==> config.mk <==
export PLATFORM = sky130hd
export DESIGN_NAME = temp_limit_supervisor
export DESIGN_NICKNAME = d
export VERILOG_FILES = /design/src/common/temp_fault_pkg.sv /design/src/hw/linear_compare.sv /design/src/hw/delay_timer.sv /design/src/hw/temp_limit_supervisor.sv
export VERILOG_INCLUDE_DIRS = /design/src /design/src/common
export SDC_FILE = /design/constraint.sdc
export NUM_CORES = 1
export LEC_CHECK = 0
export ABC_AREA = 1
export BUFFER_PORTS_ARGS = -buffer_cell sky130_fd_sc_hd__buf_2
export CORE_MARGIN = 2
export CORE_UTILIZATION = 55
export CTS_BUF_LIST = sky130_fd_sc_hd__clkbuf_4 sky130_fd_sc_hd__clkbuf_8
export DETAILED_ROUTE_END_ITERATION = 12
export GPL_ROUTABILITY_DRIVEN = 0
export GPL_TIMING_DRIVEN = 0
export PLACE_DENSITY_LB_ADDON = 0.25
export SYNTH_ARGS = -nofsm -noshare
export SYNTH_HDL_FRONTEND = slang
export SYNTH_SLANG_ARGS = --single-unit
==> constraint.sdc <==
create_clock -name mclk -period 4.2 [get_ports mclk]
set_clock_uncertainty 0.1 [all_clocks]
set_input_delay 0.42 -clock mclk [delete_from_list [all_inputs] [get_ports mclk]]
set_output_delay 0.42 -clock mclk [all_outputs]
set_load 0.03 [all_outputs]
==> src/common/temp_fault_consts.svh <==
// Command codes, field positions, reset values and encodings of the temperature supervisor.
// Included by the package and the compare and supervisor modules; holds definitions only.
`ifndef TEMP_FAULT_CONSTS_SVH
`define TEMP_FAULT_CONSTS_SVH

// Command codes of the four supervision registers
`define CODE_HOT_WARN    8'h51
`define CODE_COLD_WARN   8'h52
`define CODE_COLD_FAULT  8'h53
`define CODE_COLD_ACTION 8'h54

// Fault action byte layout
`define ACT_RESP_HI  7
`define ACT_RESP_LO  6
`define ACT_RETRY_HI 5
`define ACT_RETRY_LO 3
`define ACT_DELAY_HI 2
`define ACT_DELAY_LO 0

// Response field encodings
`define RESP_IGNORE  2'h0
`define RESP_GRACE   2'h1
`define RESP_RETRY   2'h2
`define RESP_LOCK    2'h3

// Retry field encodings
`define RETRY_NONE    3'h0
`define RETRY_FOREVER 3'h7

// Linear word layout: signed exponent above signed mantissa
`define LIN_EXP_HI  15
`define LIN_EXP_LO  11
`define LIN_MANT_HI 10
`define LIN_EXP_BIAS 6'h10

// Reset values: warning limits at the extremes so nothing fires until programmed
`define RST_HOT_WARN    16'h7bff
`define RST_COLD_WARN   16'h7c00
`define RST_COLD_FAULT  16'h7c00
`define RST_COLD_ACTION 8'h00

`endif

==> src/common/temp_fault_pkg.sv <==
// Types shared by the temperature supervisor and its bench.
// Assumes the constants header sits beside it on the include path.
`include "temp_fault_consts.svh"

package temp_fault_pkg;

  // One command beat: write or read strobe, command code, data word
  typedef struct packed {
    logic        wr;
    logic        rd;
    logic [7:0]  code;
    logic [15:0] data;
  } cmd_t;

  // Status levels reported to the rest of the converter
  typedef struct packed {
    logic hotWarn;
    logic coldWarn;
    logic coldFault;
  } flags_t;

  // Fault response sequencer, one-hot
  typedef enum logic [3:0] {
    RUNNING = 4'h1,
    GRACE   = 4'h2,
    BACKOFF = 4'h4,
    LOCKOUT = 4'h8
  } state_t;

endpackage

==> src/hw/linear_compare.sv <==
// Signed comparison of two words in the linear number format.
// Both words come from logic on the same clock; purely combinational.
`timescale 1ns/1ns
`include "temp_fault_consts.svh"

module linear_compare (
  input  wire logic [15:0] valueA,  // Left operand, linear
  input  wire logic [15:0] valueB,  // Right operand, linear
  output logic             aAbove,  // valueA greater than valueB
  output logic             aBelow   // valueA less than valueB
);

  // Scale mantissa to a common fixed point; exponent -16 maps to shift 0
  function automatic logic signed [41:0] toFixed(input logic [15:0] w);
    logic [5:0]         shift;
    logic signed [41:0] mant;
    shift = {w[`LIN_EXP_HI], w[`LIN_EXP_HI:`LIN_EXP_LO]} + `LIN_EXP_BIAS;
    mant  = 42'(signed'(w[`LIN_MANT_HI:0]));
    toFixed = mant <<< shift;
  endfunction

  // Full-width shift keeps every exponent exact, at the cost of wide comparators
  wire logic signed [41:0] fixedA = toFixed(valueA);
  wire logic signed [41:0] fixedB = toFixed(valueB);
  assign aAbove = fixedA > fixedB;
  assign aBelow = fixedA < fixedB;

endmodule // linear_compare

==> src/hw/delay_timer.sv <==
// Delay and retry spacing timer: runs 2**exponent units of unitCycles clocks each.
// The unit length comes from the timebase logic on the same clock.
`timescale 1ns/1ns

module delay_timer #(
  parameter int UNIT_W = 16  // Width of the unit length in clocks
) (
  input  wire logic              mclk,       // Core clock
  input  wire logic              rst,        // Asynchronous reset, high
  input  wire logic              start,      // Load and start, wins over a running count
  input  wire logic [2:0]        exponent,   // Units = 2**exponent
  input  wire logic [UNIT_W-1:0] unitCycles, // Clocks per unit, zero acts as one
  output logic                   done        // One-cycle pulse at expiry
);

  logic [UNIT_W-1:0] cyc_q;
  logic [7:0]        units_q;
  logic              busy_q;
  wire logic [UNIT_W-1:0] unitLast = (unitCycles == '0) ? '0 : UNIT_W'(unitCycles - 1'b1);
  wire logic              unitEnd  = cyc_q == '0;

  // Whole span is unitCycles * 2**exponent clocks from the start cycle
  assign done = busy_q & unitEnd & (units_q == 8'h00);

  // Counter walks down the clocks of a unit, then the units
  always_ff @(posedge mclk or posedge rst) begin
    if (rst) begin
      cyc_q   <= '0;
      units_q <= 8'h00;
      busy_q  <= 1'b0;
    end else if (start) begin
      cyc_q   <= unitLast;
      units_q <= 8'((9'h001 << exponent) - 9'h001);
      busy_q  <= 1'b1;
    end else if (busy_q) begin
      cyc_q   <= unitEnd ? unitLast : UNIT_W'(cyc_q - 1'b1);
      units_q <= unitEnd ? 8'(units_q - 8'h01) : units_q;
      busy_q  <= ~done;
    end
  end

  // Helper: clocks elapsed since start and the span that was loaded
  logic [31:0] elapsed_q;
  logic [31:0] span_q;
  always_ff @(posedge mclk or posedge rst) begin
    if (rst) begin
      elapsed_q <= 32'h0;
      span_q    <= 32'h0;
    end else if (start) begin
      elapsed_q <= 32'h1;
      span_q    <= 32'(((unitCycles == '0) ? 32'h1 : 32'(unitCycles)) << exponent);
    end else begin
      elapsed_q <= 32'(elapsed_q + 32'h1);
    end
  end
endmodule // delay_timer

==> src/hw/temp_limit_supervisor.sv <==
// Temperature supervisor: warning and fault limits, fault flag and the programmed
// cold-fault response sequencer with grace delay, bounded or endless retry and lockout.
// Assumes command strobes, temperature, timebase unit and run request all come
// from logic on mclk; the bus transport and number decoding sit outside.
`timescale 1ns/1ns
`include "temp_fault_consts.svh"

module temp_limit_supervisor (
  input  wire logic                  mclk,          // Core clock, 250 MHz
  input  wire logic                  rst,           // Asynchronous reset, high
  input  wire temp_fault_pkg::cmd_t  cmd,           // Command beat
  input  wire logic [15:0]           temperature,   // Measured temperature, linear
  input  wire logic [15:0]           unitCycles,    // Delay time unit in clocks
  input  wire logic                  runRequest,    // Combined pin and operation on
  input  wire logic                  clearFaults,   // Clear-faults command pulse
  input  wire logic                  clearColdBit,  // Individual status bit clear pulse
  input  wire logic                  otherShutdown, // Another fault has shut down
  output logic [15:0]                readData,      // Read answer
  output logic                       readValid,     // Read answer valid pulse
  output logic                       cmdUnknown,    // Unmapped code pulse
  output temp_fault_pkg::flags_t     flags,         // Warning and fault levels
  output logic                       outputEnable,  // Converter output allowed
  output logic                       retryActive    // Waiting between restarts
);
  import temp_fault_pkg::*;

  // Register file
  logic [15:0] hotLim_q;
  logic [15:0] coldWarnLim_q;
  logic [15:0] coldFaultLim_q;
  logic [7:0]  action_q;

  // Code decode
  wire logic isHot    = cmd.code == `CODE_HOT_WARN;
  wire logic isCold   = cmd.code == `CODE_COLD_WARN;
  wire logic isFault  = cmd.code == `CODE_COLD_FAULT;
  wire logic isAction = cmd.code == `CODE_COLD_ACTION;
  wire logic codeHit  = isHot | isCold | isFault | isAction;

  // Limit and action writes
  always_ff @(posedge mclk or posedge rst) begin
    if (rst) begin
      hotLim_q       <= `RST_HOT_WARN;
      coldWarnLim_q  <= `RST_COLD_WARN;
      coldFaultLim_q <= `RST_COLD_FAULT;
      action_q       <= `RST_COLD_ACTION;
    end else if (cmd.wr) begin
      if (isHot)    hotLim_q       <= cmd.data;
      if (isCold)   coldWarnLim_q  <= cmd.data;
      if (isFault)  coldFaultLim_q <= cmd.data;
      if (isAction) action_q       <= cmd.data[7:0];
    end
  end

  // Read selection; the action byte reads with a zero upper byte
  wire logic [15:0] readMux =
    isHot   ? hotLim_q :
    isCold  ? coldWarnLim_q :
    isFault ? coldFaultLim_q :
    isAction ? {8'h00, action_q} : 16'h0000;

  // Read answer holds until the next read; unknown codes answer zero and pulse
  logic [15:0] readData_q;
  logic        readValid_q;
  logic        cmdUnknown_q;
  always_ff @(posedge mclk or posedge rst) begin
    if (rst) begin
      readData_q   <= 16'h0000;
      readValid_q  <= 1'b0;
      cmdUnknown_q <= 1'b0;
    end else begin
      readData_q   <= cmd.rd ? readMux : readData_q;
      readValid_q  <= cmd.rd;
      cmdUnknown_q <= (cmd.rd | cmd.wr) & ~codeHit;
    end
  end
  assign readData   = readData_q;
  assign readValid  = readValid_q;
  assign cmdUnknown = cmdUnknown_q;

  // Limit comparisons on the live temperature
  logic hotNow;
  logic coldNow;
  logic faultNow;
  linear_compare hotCmp (
    .valueA (temperature),
    .valueB (hotLim_q),
    .aAbove (hotNow),
    .aBelow ()
  );
  linear_compare coldCmp (
    .valueA (temperature),
    .valueB (coldWarnLim_q),
    .aAbove (),
    .aBelow (coldNow)
  );
  linear_compare faultCmp (
    .valueA (temperature),
    .valueB (coldFaultLim_q),
    .aAbove (),
    .aBelow (faultNow)
  );

  // Action fields, read live so a rewrite steers a response in progress
  wire logic [1:0] resp     = action_q[`ACT_RESP_HI:`ACT_RESP_LO];
  wire logic [2:0] retries  = action_q[`ACT_RETRY_HI:`ACT_RETRY_LO];
  wire logic [2:0] delayExp = action_q[`ACT_DELAY_HI:`ACT_DELAY_LO];
  wire logic       noRetry  = retries == `RETRY_NONE;
  wire logic       endless  = retries == `RETRY_FOREVER;

  // Clearing: an off edge of the run request counts, being off already kills the output
  logic runPrev_q;
  wire logic offEdge  = runPrev_q & ~runRequest;
  wire logic anyClear = clearFaults | clearColdBit | offEdge;

  // Flags; a new fault in the clearing cycle keeps the flag set
  logic hotWarn_q;
  logic coldWarn_q;
  logic coldFault_q;
  always_ff @(posedge mclk or posedge rst) begin
    if (rst) begin
      runPrev_q   <= 1'b0;
      hotWarn_q   <= 1'b0;
      coldWarn_q  <= 1'b0;
      coldFault_q <= 1'b0;
    end else begin
      runPrev_q   <= runRequest;
      hotWarn_q   <= hotNow;
      coldWarn_q  <= coldNow;
      coldFault_q <= faultNow | (coldFault_q & ~anyClear);
    end
  end
  assign flags = '{hotWarn: hotWarn_q, coldWarn: coldWarn_q, coldFault: coldFault_q};

  // Sequencer state
  state_t     state_q;
  state_t     state_d;
  logic [2:0] attempts_q;
  logic [2:0] attempts_d;
  logic       timerStart;
  logic       timerDone;
  wire logic  lastTry = ~endless & (3'(attempts_q + 3'h1) == retries);

  delay_timer #(
    .UNIT_W (16)
  ) spacing (
    .mclk       (mclk),
    .rst        (rst),
    .start      (timerStart),
    .exponent   (delayExp),
    .unitCycles (unitCycles),
    .done       (timerDone)
  );

  // Response choice; the off state and every clear return to running and reset the count
  always_comb begin
    state_d    = state_q;
    attempts_d = attempts_q;
    timerStart = 1'b0;
    if (anyClear | ~runRequest) begin
      state_d    = RUNNING;
      attempts_d = 3'h0;
    end else begin
      unique case (state_q)
        RUNNING: begin
          if (faultNow) begin
            unique case (resp)
              `RESP_IGNORE: state_d = RUNNING;
              `RESP_GRACE: begin
                state_d    = GRACE;
                timerStart = 1'b1;
              end
              `RESP_RETRY: begin
                state_d    = noRetry ? LOCKOUT : BACKOFF;
                timerStart = ~noRetry;
              end
              `RESP_LOCK: state_d = LOCKOUT;
            endcase
          end
        end
        GRACE: begin
          if (timerDone) begin
            if (!faultNow) begin
              state_d = RUNNING;
            end else begin
              state_d    = noRetry ? LOCKOUT : BACKOFF;
              timerStart = ~noRetry;
            end
          end
        end
        BACKOFF: begin
          if (otherShutdown) begin
            state_d = LOCKOUT;
          end else if (timerDone) begin
            // Each expiry is one restart attempt; the next spacing starts at once
            attempts_d = 3'(attempts_q + 3'h1);
            if (!faultNow) begin
              state_d    = RUNNING;
              attempts_d = 3'h0;
            end else if (lastTry) begin
              state_d = LOCKOUT;
            end else begin
              timerStart = 1'b1;
            end
          end
        end
        LOCKOUT: state_d = LOCKOUT;
      endcase
    end
  end

  // Output enable follows the next state so a disable takes effect one clock after the fault
  logic outputEnable_q;
  logic retryActive_q;
  always_ff @(posedge mclk or posedge rst) begin
    if (rst) begin
      state_q        <= RUNNING;
      attempts_q     <= 3'h0;
      outputEnable_q <= 1'b0;
      retryActive_q  <= 1'b0;
    end else begin
      state_q        <= state_d;
      attempts_q     <= attempts_d;
      outputEnable_q <= runRequest & ((state_d == RUNNING) | (state_d == GRACE));
      retryActive_q  <= state_d == BACKOFF;
    end
  end
  assign outputEnable = outputEnable_q;
  assign retryActive  = retryActive_q;

  wire logic quiet = runRequest & ~anyClear;
endmodule // temp_limit_supervisor

# ---- Word level (Yosys, flattened, before mapping)
# Cells that the tools add are included.
dict set report totals {
  regBits 112
  input_bits 64
  out_inout_bits 23
  elab_cells 128
}
dict set report op_classes {
  addsub 9
  order_cmp 3
  n_eq_ne 17
  n_shift 5
  n_mux 39
  n_bitwise 22
  n_reduce_logical 15
}
# cell n
set ops {}
lappend ops {{<<< shifter 11 x 6 -> 42 bit} 4}
lappend ops {{2-to-1 mux 16 bit} 7}
lappend ops {{< comparator 42 bit} 2}
lappend ops {{greater-than comparator 42 bit} 1}
lappend ops {{2-to-1 mux 4 bit} 9}
lappend ops {{equality test 8 x 7 -> 1 bit, second input constant} 4}
lappend ops {{logical NOT 16 bit} 2}
lappend ops {{2-to-1 mux 8 bit} 4}
lappend ops {{case mux 4 bit (4 select lines)} 2}
lappend ops {{subtractor 16 x 1 -> 16 bit, second input constant} 2}
lappend ops {{adder 6 x 5 -> 6 bit, second input constant} 4}
lappend ops {{subtractor 8 x 1 -> 8 bit, second input constant} 2}
lappend ops {{2-to-1 mux 3 bit} 5}
lappend ops {{2-to-1 mux 1 bit} 10}
lappend ops {{AND reduction 2 bit} 5}
lappend ops {{bitwise OR 1 bit} 9}
lappend ops {{equality test 4 x 1 -> 1 bit, second input constant} 2}
lappend ops {{equality test 4 x 2 -> 1 bit, second input constant} 2}
lappend ops {{equality test 4 x 3 -> 1 bit, second input constant} 2}
lappend ops {{logical NOT 8 bit} 1}
lappend ops {{nonzero test 2 bit} 4}
lappend ops {{<< shifter 1 x 3 -> 8 bit, first input constant} 1}
lappend ops {{AND 1 bit} 7}
lappend ops {{NOT 1 bit} 6}
lappend ops {{other kinds (12)} 13}

# ---- Depth between registers and ports, before layout
dict set report logic_depth {
  word_depth 12
  depth_mapped 36
  mapped_depth_nobuf 36
}

# ---- Modules after synthesis
# From an unflattened synthesis, not the netlist that was laid out.
dict set report unflattened {
  cells_unflattened 2593
  area_unflattened_um2 15207.1
}
# mod n_inst cells_each area_each_um2 seq_area_each_um2
set modules_own_cells {}
lappend modules_own_cells {linear_compare 3 572 2880.3 0.0}
lappend modules_own_cells {temp_limit_supervisor 1 504 4284.1 2208.4}
lappend modules_own_cells {delay_timer 1 373 2282.2 625.6}

# ---- Worst setup path before layout
# No wires, ideal clock.
dict set report synth_path {
  path_kind {register to register}
  from {register coldFaultLim_q[11]}
  to {register spacing.units_q[4]}
  setup_ns 0.117
  t_arrival_ns 3.969
  t_required_ns 3.983
  slack_ns 0.015
  stages_incl_launch_ff 28
  path_buffers 2
  synth_period_minus_slack_ns 4.185
  path_cell_list {dfstp_2 > buf_4 > clkbuf_1 > o21ai_0 > o21ai_0 > o21ai_0 > o21ai_0 > a21oi_1 > ha_1 > nand4_1 > nor4_1 > inv_1 > nor4_1 > nand4_1 > nand4_1 > nand4_2 > nand2_4 > nand2_4 > inv_1 > nand2_1 > nand2_2 > inv_1 > ha_1 > inv_1 > nor2_2 > xor2_1 > nand2_1 > nand2_1}
}
dict set report synth_between {
  elab_chain_cells 10
  elab_cells_between_ends 15
  cone_classes {add/sub (1); order compare (1); shift (1); mux (9); reduce/logical (3)}
}
# element line
set synth_lines {}
lappend synth_lines {{from (decl)} temp_limit_supervisor.sv:30} ;# logic [15:0] coldFaultLim_q;
lappend synth_lines {{from (signal assigned)} temp_limit_supervisor.sv:45} ;# coldFaultLim_q <= `RST_COLD_FAULT;
lappend synth_lines {{from (signal assigned)} temp_limit_supervisor.sv:50} ;# if (isFault) coldFaultLim_q <= cmd.data;
lappend synth_lines {{adder 6 x 5 -> 6 bit (no source line) (*)} n/a}
lappend synth_lines {{<<< shifter 11 x 6 -> 42 bit (*)} linear_compare.sv:19} ;# toFixed = mant <<< shift;
lappend synth_lines {{< comparator 42 bit (*)} linear_compare.sv:26} ;# assign aBelow = fixedA < fixedB;
lappend synth_lines {{2-to-1 mux 1 bit} temp_limit_supervisor.sv:197} ;# if (!faultNow) begin
lappend synth_lines {{2-to-1 mux 1 bit} temp_limit_supervisor.sv:194} ;# end else if (timerDone) begin
lappend synth_lines {{2-to-1 mux 1 bit} temp_limit_supervisor.sv:192} ;# if (otherShutdown) begin
lappend synth_lines {{case mux 1 bit (3 select lines) (*)} temp_limit_supervisor.sv:164} ;# unique case (state_q)
lappend synth_lines {{2-to-1 mux 1 bit (*)} temp_limit_supervisor.sv:160} ;# if (anyClear | ~runRequest) begin
lappend synth_lines {{nonzero test 2 bit (no source line)} n/a}
lappend synth_lines {{AND reduction 2 bit (no source line)} n/a}
lappend synth_lines {{to (signal assigned)} delay_timer.sv:33} ;# units_q <= 8'((9'h001 << exponent) - 9'h001);
lappend synth_lines {{to (signal assigned)} delay_timer.sv:37} ;# units_q <= unitEnd ? 8'(units_q - 8'h01) : units_q;
lappend synth_lines {{to (decl)} delay_timer.sv:17} ;# logic [7:0] units_q;
# Mark *: on every way between the ends. The rest lies on a longest branch, timed or not.
# A chain may end at the register's enable or synchronous reset.

# ---- Final worst setup path
dict set report layout_path {
  from {register coldFaultLim_q[11]}
  to {register spacing.units_q[3]}
}
# The elaborated chain is that of the path after synthesis.

==> impl_metrics.ini <==
[clock_tree]
clock_latency_ns = 0.40
ctsHtreeMaxLevel = 3
cts_sinks = 112
numCtsBuffers = 9
root_buffer = clkbuf_8
cts_tree = done
cts.reportedPaths.clkPinSlew_ns = 0.12
cts.path.max_buffers = 2

[logic_synthesis]
yosysSeqAreaShare = 0.230
avgSynthCellArea_um2 = 6.48
yosysWarnings = 0
ys_seq_elements = 112
synth.lib_cells_used.distinct = 59
syn_inst = 1904
synth_edf_count = 0
synth_nets = 2098
synthArstFlopShare = 1.00
netlist_area_um2 = 12300
synth-main-ff-cell = dfrtp_1

[sta]
rsz0062_at_grt = yes
setup_slack_ns = -0.232
period_needed_ns = 4.43
hold_violations = 0
slew_headroom = 0.193
drv_slew = 0
fin_crit_sh = 1.06
max_freq_ghz = 0.226
finalSetupViolCount = 25
worst_pin_slew_ns = 1.20

[layout]
layout_commonest_cell = nand2_1
num_antenna_cells = 0
final_cell_mix = 448 x nand2_1, 262 x o21ai_0, 181 x inv_1
stdcell_count = 2320
synthToLayoutAreaGrowth_pct = 15.6
drive_above_1_share = 0.170
final_core_util = 0.651
final_nets = 2229
final_area_um2 = 14300
fillers = 1991

[critical_path]
startpoint_type = register
reg2reg_from = coldFaultLim_q[11]
cp-end-kind = register
crit_start = coldFaultLim_q[11]
worstPathMaxFanout = 8
cp-endpoint = spacing.units_q[3]
cp_data_required_time_ns = 4.42
r2r_slack_ns = -0.23
r2r_end = spacing.units_q[3]
cp.arrival_ns = 4.65
worstRegToRegCells = 25
setup.worst_path.class = register to register

[power]
vdd_drop_max_v = 0.000167
total_power_uw = 3430
p_leak_uw = 0.00659
pwr_density_cell_nw_per_um2 = 240

[routing]
drt-initial-drc-count = 1426
via_per_inst = 5.95
finalWirelength_um = 39900
wire_per_inst_um = 17.2
post-route-drc-count = 0
ant_nets = 0
drtPass1Iterations = 8
vias = 13793

[place]
dp_hpwl_um = 31000
pre_cts_ws_ns = -1.12
dp.cells = 2270
numPortBuffers = 85
postPlaceCellArea_um2 = 13100

[die]
die_area_um2 = 23600
core_area_um2 = 21900
io_pins = 87
die_x_um = 154
die_h_um = 154
start_util = 0.563
rows = 54

[global_routing]
first_global_vias = 12597
grt_overflow_total = 0
grt_usage = 0.324
grt_start_max_net_pins = 84
antenna_found_initial = 0
grt_first_pass_wirelength_um = 62500

[run_status]
status = complete, but fails checks
violations = setup timing

[job]
maxCapViolCount = 0

[hold_path]
hp-class = input port to register
==> sequential cells by signal, summed over array words and instances (netlist names), 3 cells and up <==
register and flops:
spacing.units_q 8, hotLim_q 16, coldFaultLim_q 16, state_q 4
spacing.cyc_q 16, coldWarnLim_q 16, readData 16, attempts_q 3
action_q 8
==> synthesized netlist by cell type (11+ instances only) <==
cell type / number / share of area
a21oi_1: 130 / 0.053
clkbuf_1: 64 / 0.019
dfrtp_1: 87 / 0.18
dfstp_2: 25 / 0.053
ha_1: 130 / 0.13
inv_1: 187 / 0.057
mux2i_1: 19 / 0.015
nand2_1: 468 / 0.14
nand2_2: 12 / 0.0061
nand2_4: 11 / 0.010
nand3_1: 105 / 0.043
nand4_1: 25 / 0.013
nor2_1: 128 / 0.039
nor3_1: 28 / 0.011
nor4_1: 13 / 0.0066
o21ai_0: 302 / 0.12
o22ai_1: 15 / 0.0076
or2_2: 24 / 0.012
xor2_1: 16 / 0.011
==> what timing repair did <==
action / in CTS / in global routing
resized for setup: 85 / 109
hold buffers: 1 / 0
endpoints found under the setup margin: 34 / 36
hold endpoints to repair: 28 / 0
setup buffers: 20 / 10
pin swaps: 28 / 46
cloned: 4 / 1
==> logic make-up (layout without fill, tap and decap cells) <==
kind of cell / Yosys count / after routing / share of synthesized area
flops: 112 / 112 / 0.230
compound gates: 499 / 499 / 0.216
mux: 19 / 19 / 0.0154
xor+xnor: 21 / 21 / 0.0149
simple gates: 840 / 841 / 0.301
buf+inv: 283 / 418 / 0.0911
fa+ha+maj: 130 / 130 / 0.132
==> cell type report <==
class,count,area (um^2),area share
sequential,112,2830,0.199
buffer,81,408,0.0286
clock buffer,10,131,0.00921
clock inverter,6,76.3,0.00535
multi-input combinational,1510,8860,0.622
timing repair inverter,1,11.3,0.000790
tap,280,350,0.0246
inverter,200,787,0.0552
timing repair buffer,120,798,0.0560
==> how the worst min path moves through the flow <==
| stage | start | endpoint | depth (start not counted) |
|---|---|---|---|
| 4_1_cts | runRequest | runPrev_q | 1 |
| 2_1_floorplan | cmd[24] | readValid | 0 |
| 3_5_place_dp | rst | spacing.units_q[5] | 2 |
| 5_1_grt | runRequest | runPrev_q | 1 |
| 6_report | runRequest | runPrev_q | 1 |
| 3_3_place_gp | readData[0] | readData[0] | 2 |
==> worst max-delay path, cell delays in order (launching register included) <==
cell and delay [ns]:
dfstp_2 0.58, buf_6 0.14, clkbuf_16 0.15, nand2_2 0.06, o21ai_4 0.08, mux2i_2 0.11
mux2i_1 0.23, o21ai_1 0.14, o21ai_1 0.25, inv_1 0.11, ha_4 0.28, nand4_1 0.16
nor4_4 0.33, nand4_1 0.19, nand4_1 0.15, buf_6 0.14, nand4_4 0.10, nand2_4 0.10
nand2_4 0.07, buf_12 0.15, buf_12 0.14, nand2_2 0.17, nand2_4 0.13, clkinv_4 0.11
nand2_1 0.06, o22ai_1 0.13
==> metrics by stage <==
step,hold WS [ns],setup TNS [ns]
after floorplan,0.351,0
after global placement,0.365,-75.32
after detailed placement,0.329,-21.48
after CTS,0.0457,-2.49
after global routing,0.0560,-8.02
final,0.0582,-3.44
==> metal layers <==
metal | vias to the layer above | GRT usage | wire length [um]
met5 | - | 0 | 0
met2 | 738 | 0.525 | 18100
met3 | 128 | 0.0406 | 3320
met4 | 0 | 0.138 | 1850
met1 | 6226 | 0.438 | 16600
li1 | 6701 | - | -
==> power breakdown <==
| part | switching [uW] | internal [uW] | total (uW) |
|---|---|---|---|
| Combinational | 903 | 520 | 1420 |
| Sequential | 101 | 1180 | 1280 |
| Clock | 432 | 293 | 725 |
| Total | 1440 | 1990 | 3430 |
Note: power is estimated with default switching activity, not from simulation.
